## src/include/card_win_pkg.sv

```systemverilog
`default_nettype none

package card_win_pkg;

    ////////////////////////////////////////////////////////////////////////////
    // Sizes
    localparam int NUM_MEM_WIN  = 5;      // Memory windows
    localparam int NUM_IO_WIN   = 2;      // I/O windows
    localparam int SYS_ADDR_W   = 24;     // System bus address width
    localparam int IO_ADDR_W    = 16;     // I/O address width
    localparam int CARD_ADDR_W  = 26;     // Card address width
    localparam int REG_ADDR_W   = 8;      // Register port address width
    localparam int REG_DATA_W   = 8;      // Register port data width

    ////////////////////////////////////////////////////////////////////////////
    // Register offsets
    localparam logic [7:0] WIN_ENABLE_OFS = 8'h06;  // card_window_enable_control
    localparam logic [7:0] HIT_STATUS_OFS = 8'h40;  // Last hit window status

    ////////////////////////////////////////////////////////////////////////////
    // Field layout of card_window_enable_control
    localparam int MEM_EN_LSB   = 0;      // memory_window_enable_bits [4:0]
    localparam int IO_EN_LSB    = 6;      // io_window_enable_bits [7:6]
    localparam logic [7:0] WIN_ENABLE_MASK  = 8'hdf;  // Bit 5 reserved, reads zero
    localparam logic [7:0] WIN_ENABLE_RESET = 8'h00;  // All windows off

    ////////////////////////////////////////////////////////////////////////////
    // Field layout of hit status: [4:0] memory hits, [6:5] I/O hits, [7] any
    localparam int HIT_IO_LSB   = 5;
    localparam int HIT_ANY_BIT  = 7;

endpackage : card_win_pkg

`default_nettype wire

```

## src/hw/pc_card_window_enables.sv

```systemverilog
// Strobed register access and the register offsets were decided locally.
`timescale 1ns/1ps
`default_nettype none

module pc_card_window_enables (
    // Clock and reset
    input  wire logic                                     ref_clk,
    input  wire logic                                     reset_n,
    // Register port
    input  wire logic [card_win_pkg::REG_ADDR_W-1:0]      reg_addr,
    input  wire logic [card_win_pkg::REG_DATA_W-1:0]      reg_wdata,
    input  wire logic                                     reg_wr,
    input  wire logic                                     reg_rd,
    output logic      [card_win_pkg::REG_DATA_W-1:0]      reg_rdata,
    // Window bounds and memory offsets from the boundary registers
    input  wire logic [card_win_pkg::NUM_MEM_WIN-1:0][card_win_pkg::SYS_ADDR_W-1:0]  mem_start,
    input  wire logic [card_win_pkg::NUM_MEM_WIN-1:0][card_win_pkg::SYS_ADDR_W-1:0]  mem_stop,
    input  wire logic [card_win_pkg::NUM_MEM_WIN-1:0][card_win_pkg::CARD_ADDR_W-1:0] mem_offset,
    input  wire logic [card_win_pkg::NUM_IO_WIN-1:0][card_win_pkg::IO_ADDR_W-1:0]    io_start,
    input  wire logic [card_win_pkg::NUM_IO_WIN-1:0][card_win_pkg::IO_ADDR_W-1:0]    io_stop,
    // System bus cycle
    input  wire logic                                     cyc_valid,
    input  wire logic                                     cyc_is_io,
    input  wire logic [card_win_pkg::SYS_ADDR_W-1:0]      cyc_addr,
    // Card side
    output logic                                          card_enable,
    output logic      [card_win_pkg::CARD_ADDR_W-1:0]     card_addr
);

    ////////////////////////////////////////////////////////////////////////////
    // State
    typedef struct packed {
        logic [card_win_pkg::REG_DATA_W-1:0]     enable;    // Window enable register
        logic [card_win_pkg::REG_DATA_W-1:0]     hit;       // Last hit status
        logic                                    card_en;   // Card enable strobe
        logic [card_win_pkg::CARD_ADDR_W-1:0]    card_addr; // Card address
        logic [card_win_pkg::REG_DATA_W-1:0]     rdata;     // Read data
    } state_t;

    state_t state_ff;   // Registered state
    state_t nxt_state;  // Next state

    logic [card_win_pkg::NUM_MEM_WIN-1:0] mem_in;   // Address inside memory window
    logic [card_win_pkg::NUM_IO_WIN-1:0]  io_in;    // Address inside I/O window
    logic [card_win_pkg::NUM_MEM_WIN-1:0] mem_hit;  // Enabled memory hit
    logic [card_win_pkg::NUM_IO_WIN-1:0]  io_hit;   // Enabled I/O hit
    logic [card_win_pkg::NUM_MEM_WIN-1:0] mem_en;   // memory_window_enable_bits
    logic [card_win_pkg::NUM_IO_WIN-1:0]  io_en;    // io_window_enable_bits
    logic [card_win_pkg::IO_ADDR_W-1:0]   io_addr;  // Low part of system address

    // Enable fields sliced out of the control register
    assign mem_en  = state_ff.enable[card_win_pkg::MEM_EN_LSB +: card_win_pkg::NUM_MEM_WIN];
    assign io_en   = state_ff.enable[card_win_pkg::IO_EN_LSB +: card_win_pkg::NUM_IO_WIN];
    // I/O windows see only the low address bits; the upper ones are ignored
    assign io_addr = cyc_addr[card_win_pkg::IO_ADDR_W-1:0];

    ////////////////////////////////////////////////////////////////////////////
    // Range compare per memory window, each evaluated on its own
    genvar gm;
    generate
        for (gm = 0; gm < card_win_pkg::NUM_MEM_WIN; gm++) begin : g_mem
            assign mem_in[gm]  = (cyc_addr >= mem_start[gm]) &&
                                 (cyc_addr <= mem_stop[gm]);
            assign mem_hit[gm] = cyc_valid && !cyc_is_io &&
                                 mem_in[gm] && mem_en[gm];
            // A lone hit in this window lands at address plus this window's offset
            AST_MEM_WIN_OFFSET: assert property (
                @(posedge ref_clk) disable iff (!reset_n)
                ($onehot(mem_hit) && mem_hit[gm]) |=>
                (card_addr == card_win_pkg::CARD_ADDR_W'($past(cyc_addr))
                              + $past(mem_offset[gm])))
                else $error("Memory card address not offset by its window");
        end
    endgenerate

    // Range compare per I/O window
    genvar gi;
    generate
        for (gi = 0; gi < card_win_pkg::NUM_IO_WIN; gi++) begin : g_io
            assign io_in[gi]  = (io_addr >= io_start[gi]) &&
                                (io_addr <= io_stop[gi]);
            assign io_hit[gi] = cyc_valid && cyc_is_io &&
                                io_in[gi] && io_en[gi];
        end
    endgenerate

    ////////////////////////////////////////////////////////////////////////////
    // Next state: register port, window decode, card address
    always_comb begin
        nxt_state         = state_ff;
        nxt_state.rdata   = '0;
        nxt_state.card_en = 1'b0;
        // Strobes never overlap, so a write and a read share no cycle
        // Register write, reserved bit dropped; other offsets fall away
        if (reg_wr && (reg_addr == card_win_pkg::WIN_ENABLE_OFS)) begin
            nxt_state.enable = reg_wdata & card_win_pkg::WIN_ENABLE_MASK;
        end
        // Register read, unmapped reads zero
        if (reg_rd) begin
            case (reg_addr)
                card_win_pkg::WIN_ENABLE_OFS: nxt_state.rdata = state_ff.enable;
                card_win_pkg::HIT_STATUS_OFS: nxt_state.rdata = state_ff.hit;
                default:                      nxt_state.rdata = '0;
            endcase
        end
        // A cycle is either I/O or memory, so this order only shapes the branches
        // I/O cycle inside an enabled window
        if (|io_hit) begin
            nxt_state.card_en   = 1'b1;
            nxt_state.card_addr = {{(card_win_pkg::CARD_ADDR_W
                                   - card_win_pkg::IO_ADDR_W){1'b0}}, io_addr};
        end else if (|mem_hit) begin
            // Memory cycle: lowest numbered window wins
            nxt_state.card_en = 1'b1;
            // Walk from the top down so the lowest hit window is written last
            for (int i = card_win_pkg::NUM_MEM_WIN - 1; i >= 0; i--) begin
                if (mem_hit[i]) begin
                    // Sum wraps at card width: the offset is modulo the card space
                    nxt_state.card_addr = card_win_pkg::CARD_ADDR_W'(cyc_addr)
                                        + mem_offset[i];
                end
            end
        end
        // Status of the last decoded cycle
        if (cyc_valid) begin
            nxt_state.hit = {(|io_hit) || (|mem_hit), io_hit, mem_hit};
        end
    end

    ////////////////////////////////////////////////////////////////////////////
    // State register, synchronous reset
    always_ff @(posedge ref_clk) begin
        if (!reset_n) begin
            // Every output, the enable register and the hit status clear
            state_ff           <= '0;
            state_ff.enable    <= card_win_pkg::WIN_ENABLE_RESET;
        end else begin
            state_ff <= nxt_state;
        end
    end

    // Outputs come straight from the state flip-flops
    assign reg_rdata   = state_ff.rdata;
    assign card_enable = state_ff.card_en;
    assign card_addr   = state_ff.card_addr;

    ////////////////////////////////////////////////////////////////////////////
    // Checks: each looks one edge ahead, as every output is registered

    // An I/O cycle inside an enabled window strobes the card next cycle
    AST_IO_HIT_ENABLES: assert property (@(posedge ref_clk) disable iff (!reset_n)
        (cyc_valid && cyc_is_io && |(io_in & io_en)) |=> card_enable)
        else $error("I/O window hit did not raise card enable");

    // An I/O cycle outside every enabled window leaves the card alone
    AST_IO_DISABLED_QUIET: assert property (@(posedge ref_clk) disable iff (!reset_n)
        (cyc_valid && cyc_is_io && ((io_in & io_en) == '0)) |=> !card_enable)
        else $error("Card enable raised for a disabled I/O window");

    // I/O addresses reach the card untranslated, upper card bits zero
    AST_IO_ADDR_PASS: assert property (@(posedge ref_clk) disable iff (!reset_n)
        (cyc_valid && cyc_is_io && |(io_in & io_en)) |=>
        (card_addr == {{(card_win_pkg::CARD_ADDR_W - card_win_pkg::IO_ADDR_W){1'b0}},
                       $past(io_addr)}))
        else $error("I/O card address differs from system address");

    // A memory cycle in no enabled window is ignored
    AST_MEM_DISABLED_QUIET: assert property (@(posedge ref_clk) disable iff (!reset_n)
        (cyc_valid && !cyc_is_io && ((mem_in & mem_en) == '0)) |=> !card_enable)
        else $error("Card enable raised for a disabled memory window");

    // A memory cycle in enabled window 0 strobes the card
    AST_MEM_HIT_ENABLES: assert property (@(posedge ref_clk) disable iff (!reset_n)
        (cyc_valid && !cyc_is_io && mem_in[0] && mem_en[0]) |=> card_enable)
        else $error("Memory window hit did not raise card enable");

    // Window 0 has the top priority, so its offset always applies when it hits
    AST_MEM_OFFSET: assert property (@(posedge ref_clk) disable iff (!reset_n)
        (cyc_valid && !cyc_is_io && mem_in[0] && mem_en[0]) |=>
        (card_addr == card_win_pkg::CARD_ADDR_W'($past(cyc_addr))
                      + $past(mem_offset[0])))
        else $error("Memory card address not offset by window 0");

    // No bus cycle, no strobe: the enable never stretches
    AST_STROBE_ONE_CYCLE: assert property (@(posedge ref_clk) disable iff (!reset_n)
        !cyc_valid |=> !card_enable)
        else $error("Card enable raised without a bus cycle");

    // A miss or a disabled window leaves the card address as it was
    AST_MISS_HOLDS_ADDR: assert property (@(posedge ref_clk) disable iff (!reset_n)
        !((|io_hit) || (|mem_hit)) |=> $stable(card_addr))
        else $error("Card address moved without a window hit");

    // Only window 0 on: one past its stop is outside
    AST_RANGE_LIMIT: assert property (@(posedge ref_clk) disable iff (!reset_n)
        (cyc_valid && !cyc_is_io && (cyc_addr > mem_stop[0]) && mem_en[0] &&
         (mem_en[card_win_pkg::NUM_MEM_WIN-1:1] == '0)) |=> !card_enable)
        else $error("Card enabled above window stop");

    // Only window 0 on: one below its start is outside
    AST_RANGE_BELOW: assert property (@(posedge ref_clk) disable iff (!reset_n)
        (cyc_valid && !cyc_is_io && (cyc_addr < mem_start[0]) && mem_en[0] &&
         (mem_en[card_win_pkg::NUM_MEM_WIN-1:1] == '0)) |=> !card_enable)
        else $error("Card enabled below window start");

    // A write to the enable register lands next cycle, reserved bit dropped
    AST_ENABLE_WRITE_LANDS: assert property (@(posedge ref_clk) disable iff (!reset_n)
        (reg_wr && (reg_addr == card_win_pkg::WIN_ENABLE_OFS)) |=>
        (state_ff.enable == ($past(reg_wdata) & card_win_pkg::WIN_ENABLE_MASK)))
        else $error("Enable register write did not land");

    // Read data stand for one cycle after a read strobe and are zero otherwise
    AST_RDATA_IDLE_ZERO: assert property (@(posedge ref_clk) disable iff (!reset_n)
        !reg_rd |=> (reg_rdata == '0))
        else $error("Read data not zero outside a read");

    // A read of the enable register returns the value held at the strobe
    AST_ENABLE_READBACK: assert property (@(posedge ref_clk) disable iff (!reset_n)
        (reg_rd && (reg_addr == card_win_pkg::WIN_ENABLE_OFS)) |=>
        (reg_rdata == $past(state_ff.enable)))
        else $error("Enable register read returned a wrong value");

endmodule // pc_card_window_enables

`default_nettype wire

```

## config.mk

```make
export PLATFORM = sky130hd
export DESIGN_NAME = pc_card_window_enables
export DESIGN_NICKNAME = d
export VERILOG_FILES = /design/src/include/card_win_pkg.sv /design/src/hw/pc_card_window_enables.sv
export SDC_FILE = /design/constraint.sdc
export NUM_CORES = 1
export LEC_CHECK = 0
export ABC_AREA = 1
export BUFFER_PORTS_ARGS = -buffer_cell sky130_fd_sc_hd__buf_2
export CAP_MARGIN = 20
export CORE_AREA = 2 2 200 202
export CTS_CLUSTER_SIZE = 10
export DETAILED_ROUTE_END_ITERATION = 8
export DIE_AREA = 0 0 202 204
export SLEW_MARGIN = 10
export SYNTH_ARGS = -nofsm -noshare
export SYNTH_HDL_FRONTEND = slang
export SYNTH_SLANG_ARGS = --single-unit
```

## constraint.sdc

```tcl
create_clock -name ref_clk -period 7.85 [get_ports ref_clk]
set_clock_uncertainty 0.2 [all_clocks]
set_input_delay 0.785 -clock ref_clk [delete_from_list [all_inputs] [get_ports ref_clk]]
set_output_delay 0.785 -clock ref_clk [all_outputs]
set_load 0.02 [all_outputs]
```

# Word level (Yosys, flattened, before mapping)

Index checks and enable logic that the tools add are counted.

Add/subtract/negate cells: 5
Order comparisons: 14
Eq/ne operators: 2
Muxes and demuxes: 8
Bitwise operators: 1
Reductions and logical operators: 35

Operators by type and width:

| operator           | number |
|---|---|
| $add 24x26->26     | 5 |
| $mux 26            | 5 |
| $ge 24x24->1       | 5 |
| $le 24x24->1       | 5 |
| $mux 27            | 2 |
| $ge 16x16->1       | 2 |
| $le 16x16->1       | 2 |
| $logic_and 1x1->1  | 24 |
| $pmux 8 s2         | 1 |
| $eq 8x3->1 const B | 1 |
| $eq 8x7->1 const B | 1 |
| $reduce_and 2->1   | 3 |
| $reduce_bool 6->1  | 1 |
| $reduce_bool 5->1  | 1 |
| $reduce_or 5->1    | 1 |
| $reduce_or 3->1    | 1 |
| $reduce_bool 2->1  | 1 |
| $reduce_or 2->1    | 1 |
| $logic_not 1->1    | 1 |
| $logic_or 1x1->1   | 1 |
| $not 1->1          | 1 |

Register bits: 50
Input port bits: 480
Output and inout bits: 35
Word-level logic and storage cells: 71

# Longest topological paths before layout

Depth in word-level cells: 11
Mapped depth: 34

# Worst setup path after synthesis

Ideal clock, no wire load.

Path kind: input port to flip-flop
Start point: in cyc_addr[0] in the netlist's numbering
End point: reg state_ff (netlist bit card_addr[16])
Arrival: 4.332 ns
Data required time: 7.528 ns
Setup slack: 3.196 ns
Cell stages on the path: 26
Path through: inv_1 > ha_1 > nand3_1 > nand3_1 > nor2_1 > nor2_1 > nor2_2 > nor2_8 > nand2_8 > buf_6 > nor2_1 > o21ai_1 > o21ai_0 > nand2_1 > o21ai_0 > o21ai_1 > ha_1 > inv_1 > fa_1 > o31ai_1 > a21oi_1 > o21ai_0 > nand2_1 > nand2_1 > xnor2_1 > a21oi_1

Cells in the longest elaborated chain, start to end: 8
Elaborated cells on any way between the ends: 49

Ends and longest elaborated chain:

| item                                                | RTL line                                                   | text |
|---|---|---|
| start: declaration                                  | pc_card_window_enables.sv:24                               | `input wire logic [card_win_pkg::SYS_ADDR_W-1:0] cyc_addr,` |
| $ge 24x24->1 / $le 24x24->1 (equally long branches) | pc_card_window_enables.sv:62, pc_card_window_enables.sv:63 |  |
| $logic_and 1x1->1                                   | pc_card_window_enables.sv:62                               | `assign mem_in[gm] = (cyc_addr >= mem_start[gm]) &&` |
| $logic_and 1x1->1                                   | pc_card_window_enables.sv:64                               | `assign mem_hit[gm] = cyc_valid && !cyc_is_io &&` |
| $logic_and 1x1->1                                   | pc_card_window_enables.sv:65                               | `mem_in[gm] && mem_en[gm];` |
| $mux 26 (4 in series)                               | pc_card_window_enables.sv:117                              | `if (mem_hit[i]) begin` |
| end signal: assignment                              | pc_card_window_enables.sv:138                              | `state_ff <= nxt_state;` |
| end: declaration                                    | pc_card_window_enables.sv:40                               | `state_t state_ff;` |

Several ways; a longest one is shown, not always the timed one. The select of a mux whose other input is x is not followed.
A chain may end at the register's enable or synchronous reset.

# Worst setup path in the final report

Start point: in cyc_addr[7] in the netlist's numbering
End point: reg state_ff (netlist bit card_addr[18])

Same word-level chain as after synthesis.

==> metrics.sh <==
GRT_PASS1_VIAS=14077
GLOBAL_ROUTE.OVERFLOW_TOTAL=0
LAYOUT.NETS=3244
POWER_LEAKAGE_nW=9.30
ANTENNA_LEFT=0
WORST_EP_REQUIRED_TIME_NS=7.82
SYNTH.TOP_CELL.AREA_SHARE_PCT=33.1
LEAST_SETUP_SLACK_ACROSS_ALL_PATHS_AFTER_LAYOUT_NS=1.92
TRITONCTS='built'
PATH_MAX_FANOUT=28
DETAIL_ROUTE.DRC_VIOLATIONS=0
CLOCK.FMAX_GHz=0.169
FINALCOREUTILIZATION_PCT=39.7
WORSTPATHARRIVAL_NS=5.89
DETAIL_ROUTE.ITER0.VIOLATIONS=748
TIMING.FINAL.CRIT_PERIOD_NS=5.93
SYNTH.CELL_AREA_SQ_UM=12500
GRT_ANTENNA_BEFORE_REPAIR=15
PORT-BUFFER-COUNT=513
N_FILL_CELL=4301
SETUP_SLACK_PLACEMENT_NS=1.62
WORST_PATH_CELL_TRACE='buf_2, ha_1, a21oi_1, nand3_1, nor2_1, nor2_1, nor2_2, nor2_8, nand2_8, nor2_1, o21ai_1, o21ai_0, nand2_1, o21ai_0, o21ai_1, ha_1, inv_1, fa_1, o31ai_1, a21oi_1, o21ai_0, a21oi_1, xor2_1, a21oi_1'
ROOT_BUFFER_CELL='clkbuf_16'
POST_DRT_WL_PER_CELL_UM=16.5
CPMAXSTAGEDELAYCELL='o31ai_1'
CRITPATHMAXSTAGEDELAY_NS=0.57
SYNTHFLOPTYPE='dfxtp_1'
SYNTH-EDFF-COUNT=0
SETUP.WORST_PATH.CLASS='input port to register'
LAYOUT_WORST_PATH_CYCLE_SHARE_PCT=75.5
IO-PIN-COUNT=515
CLK-INSERTION-DELAY-LATE_NS=0.29
CTS_RESIZED=0
CRITPATHMOSTFREQUENTCELL='a21oi_1'
FINAL.SETUP.TNS_NS=0
MAXSLEWVIOLCOUNT=0
ASYNC_FLOP_SHARE_PCT=0
OUTCOME='completed'
DIE_W_UM=202
YOSYS_WARNINGS=0
SYNTH_NETS=2779
WIRE_LENGTH_OF_THE_FIRST_GLOBAL_ROUTING_PASS_UM=73900
DETAIL_ROUTE.FIRST_PASS.ITERATIONS=5
NUMCTSBUFFERS=5
POWER.DENSITY_CELL_AREA_nW_PER_UM2=77.7
CP-START-KIND='input port'
INITIAL_CORE_UTIL_PCT=31.9
DIE_HEIGHT_UM=204
TRITONCTS_NUM_SINKS=50
WIRELENGTH_UM=49100
TYPE_OF_THE_WORST_MIN_DELAY_PATH='register to register'
WORST-SLEW-PIN-TRANSITION_NS=0.978
PATH_BUF_INV=2
CAP_VIOLATIONS=0
CTS_SETUP_BUFFERS=0
ROUTED-VIA-COUNT=14462
SYNTH.LARGEST_AREA_CELL='ha_1'
CTSHOLDBUFFERS=0
SYNTH.DISTINCT_CELLS=48
CTS.CLK_SLEW.WORST_PATHS_NS=0.07
CORE_AREA_SQ_UM=39200
TIMING.FINAL.SETUP_VIOLATIONS=0
ROW_COUNT=73
PLACE.GP.CONGESTION=0.903
DETAILEDPLACEMENTHPWL_UM=41400
PEAKVDDDROP_mV=0.0789
ENDPOINT_KIND='register'
FRACTION_OF_FINAL_LAYOUT_CELLS_WITH_DRIVE_STRENGTH_GREATER_THAN_1_PCT=23.3
GRT_UTIL_ALL_LAYERS_PCT=22.9
SYNTHESIS.AREA_PER_INSTANCE_SQ_UM=6.35
MAX-CLOCK-PATH-BUFFERS=2
FINAL.HOLD.WORST_SLACK_NS=0.263
SYNTH_SEQUENTIAL_AREA_RATIO_PCT=8.01
DIE_AR_SQ_UM=41200
NETLIST_TOP_CELLS_AREA='ha_1 (33%), inv_1 (13%), nand2_1 (11%)'
SYNTHTOLAYOUTAREAGROWTH_PCT=24.5
FINAL-HOLD-VIOLATION-COUNT=0
GRT_START_MAX_NET_PINS=53
YS_SEQ_ELEMENTS=50
UNREPAIRED_SETUP_ENDPOINTS_AFTER_GLOBAL_ROUTING='no'
MAX_SLEW_HEADROOM_PCT=34.3
CTS-HTREE-LEVELS=2
TIMING.CRITICAL_PATH.MAX_DELAY_FAMILY='compound AO/OA/AOI/OAI gates'
VIAS_PER_CELL=4.87
SYNTH_CELLS=1967
sequential cells by signal, summed over array words and instances, names as in the netlist:
register and flops:
card_enable 1, state_ff 8, io_en 2, card_addr 26, mem_en 5, reg_rdata 8
layer usage:
metal,up-vias,global-route usage (%),routed length [um]
met5,-,0,38
met3,68,2.58,2900
met4,6,5.12,1110
met2,493,40.1,23000
li1,7385,-,-
met1,6510,30.1,22100
cell usage after synthesis (2+ instances only):
cell type,count
xnor2_1,14
nand3_2,3
a31oi_1,8
o211ai_2,3
o21bai_1,3
nor3b_1,2
o21ai_0,132
o21a_1,9
inv_1,417
a21boi_0,3
nand2_2,7
ha_1,331
inv_2,3
o211ai_1,10
buf_2,10
nand4_1,28
nand2_8,2
nand2_4,3
o31ai_1,2
xor2_1,6
nor2_2,7
o221ai_1,2
a21o_1,6
clkbuf_1,10
dfxtp_1,50
a21oi_1,214
or2_2,2
nor2_8,2
nand2_1,350
buf_4,36
o22ai_1,7
buf_6,6
nor4_1,9
nor2_1,139
o21ai_1,44
nand3_1,64
nor3_1,12
placed cells by master, fill, tap and decap left out, types with 14 or more instances in the layout:
master	n
o21ai_1	44
xnor2_1	14
nand3_1	64
nor2_1	138
nand2_1	350
dfxtp_1	50
a21oi_1	214
nand4_1	28
inv_1	417
ha_1	331
buf_2	513
o21ai_0	132
metrics by stage:
step / power, mW / instance area, sq um / std cells
2_1_floorplan: 0.655 / 12500 / 1967
3_3_place_gp: 0.935 / 15400 / 2950
3_5_place_dp: 0.955 / 15400 / 2950
4_1_cts: 1.21 / 15500 / 2958
5_1_grt: 1.33 / 15600 / 2969
6_report: 1.21 / 15600 / 2969
logic make-up after synthesis:
logic type / synth area share (%)
AOI/OAI and AO/OA: 19.0
buffers and inverters: 16.1
xor gates and xnor gates: 1.40
DFF: 8.01
adders and majority gates: 33.3
and+or+nand+nor: 22.2
final timing paths:
check,startpoint,to,slack [ns],cells past startpoint
max,cyc_addr[7],card_addr[18],1.92,24
min,state_ff[40],state_ff[40],0.26,2
min reg2reg,state_ff[40],state_ff[40],0.26,2
max reg2reg,mem_en[2],card_addr[18],3.30,17
worst reg2reg max path: cells and delay by family, from the launching register on:
kind,cells,cell delay [ns]
AOI/OAI and AO/OA,9,2.01
xor gates and xnor gates,1,0.21
adders and majority gates,2,0.62
buffers and inverters,2,0.13
DFF,1,0.31
and+or+nand+nor,3,0.93
layout make-up:
type / instances / area, sq um / share of cell area, %
multi-input cells: 1434 / 9500 / 61.0
repair buffers: 521 / 2630 / 16.9
inverters: 420 / 1580 / 10.1
flip-flops and latches: 50 / 1000 / 6.43
well taps: 525 / 657 / 4.22
clock buffers: 6 / 139 / 0.892
clock inverters: 2 / 38.8 / 0.249
diodes: 11 / 27.5 / 0.177
where the power goes:
group	switching [mW]	internal [mW]	total, mW
logic	0.411	0.288	0.699
registers	0.000136	0.254	0.254
clock network	0.0969	0.160	0.257
No activity file was read; power rests on OpenSTA's default activity.
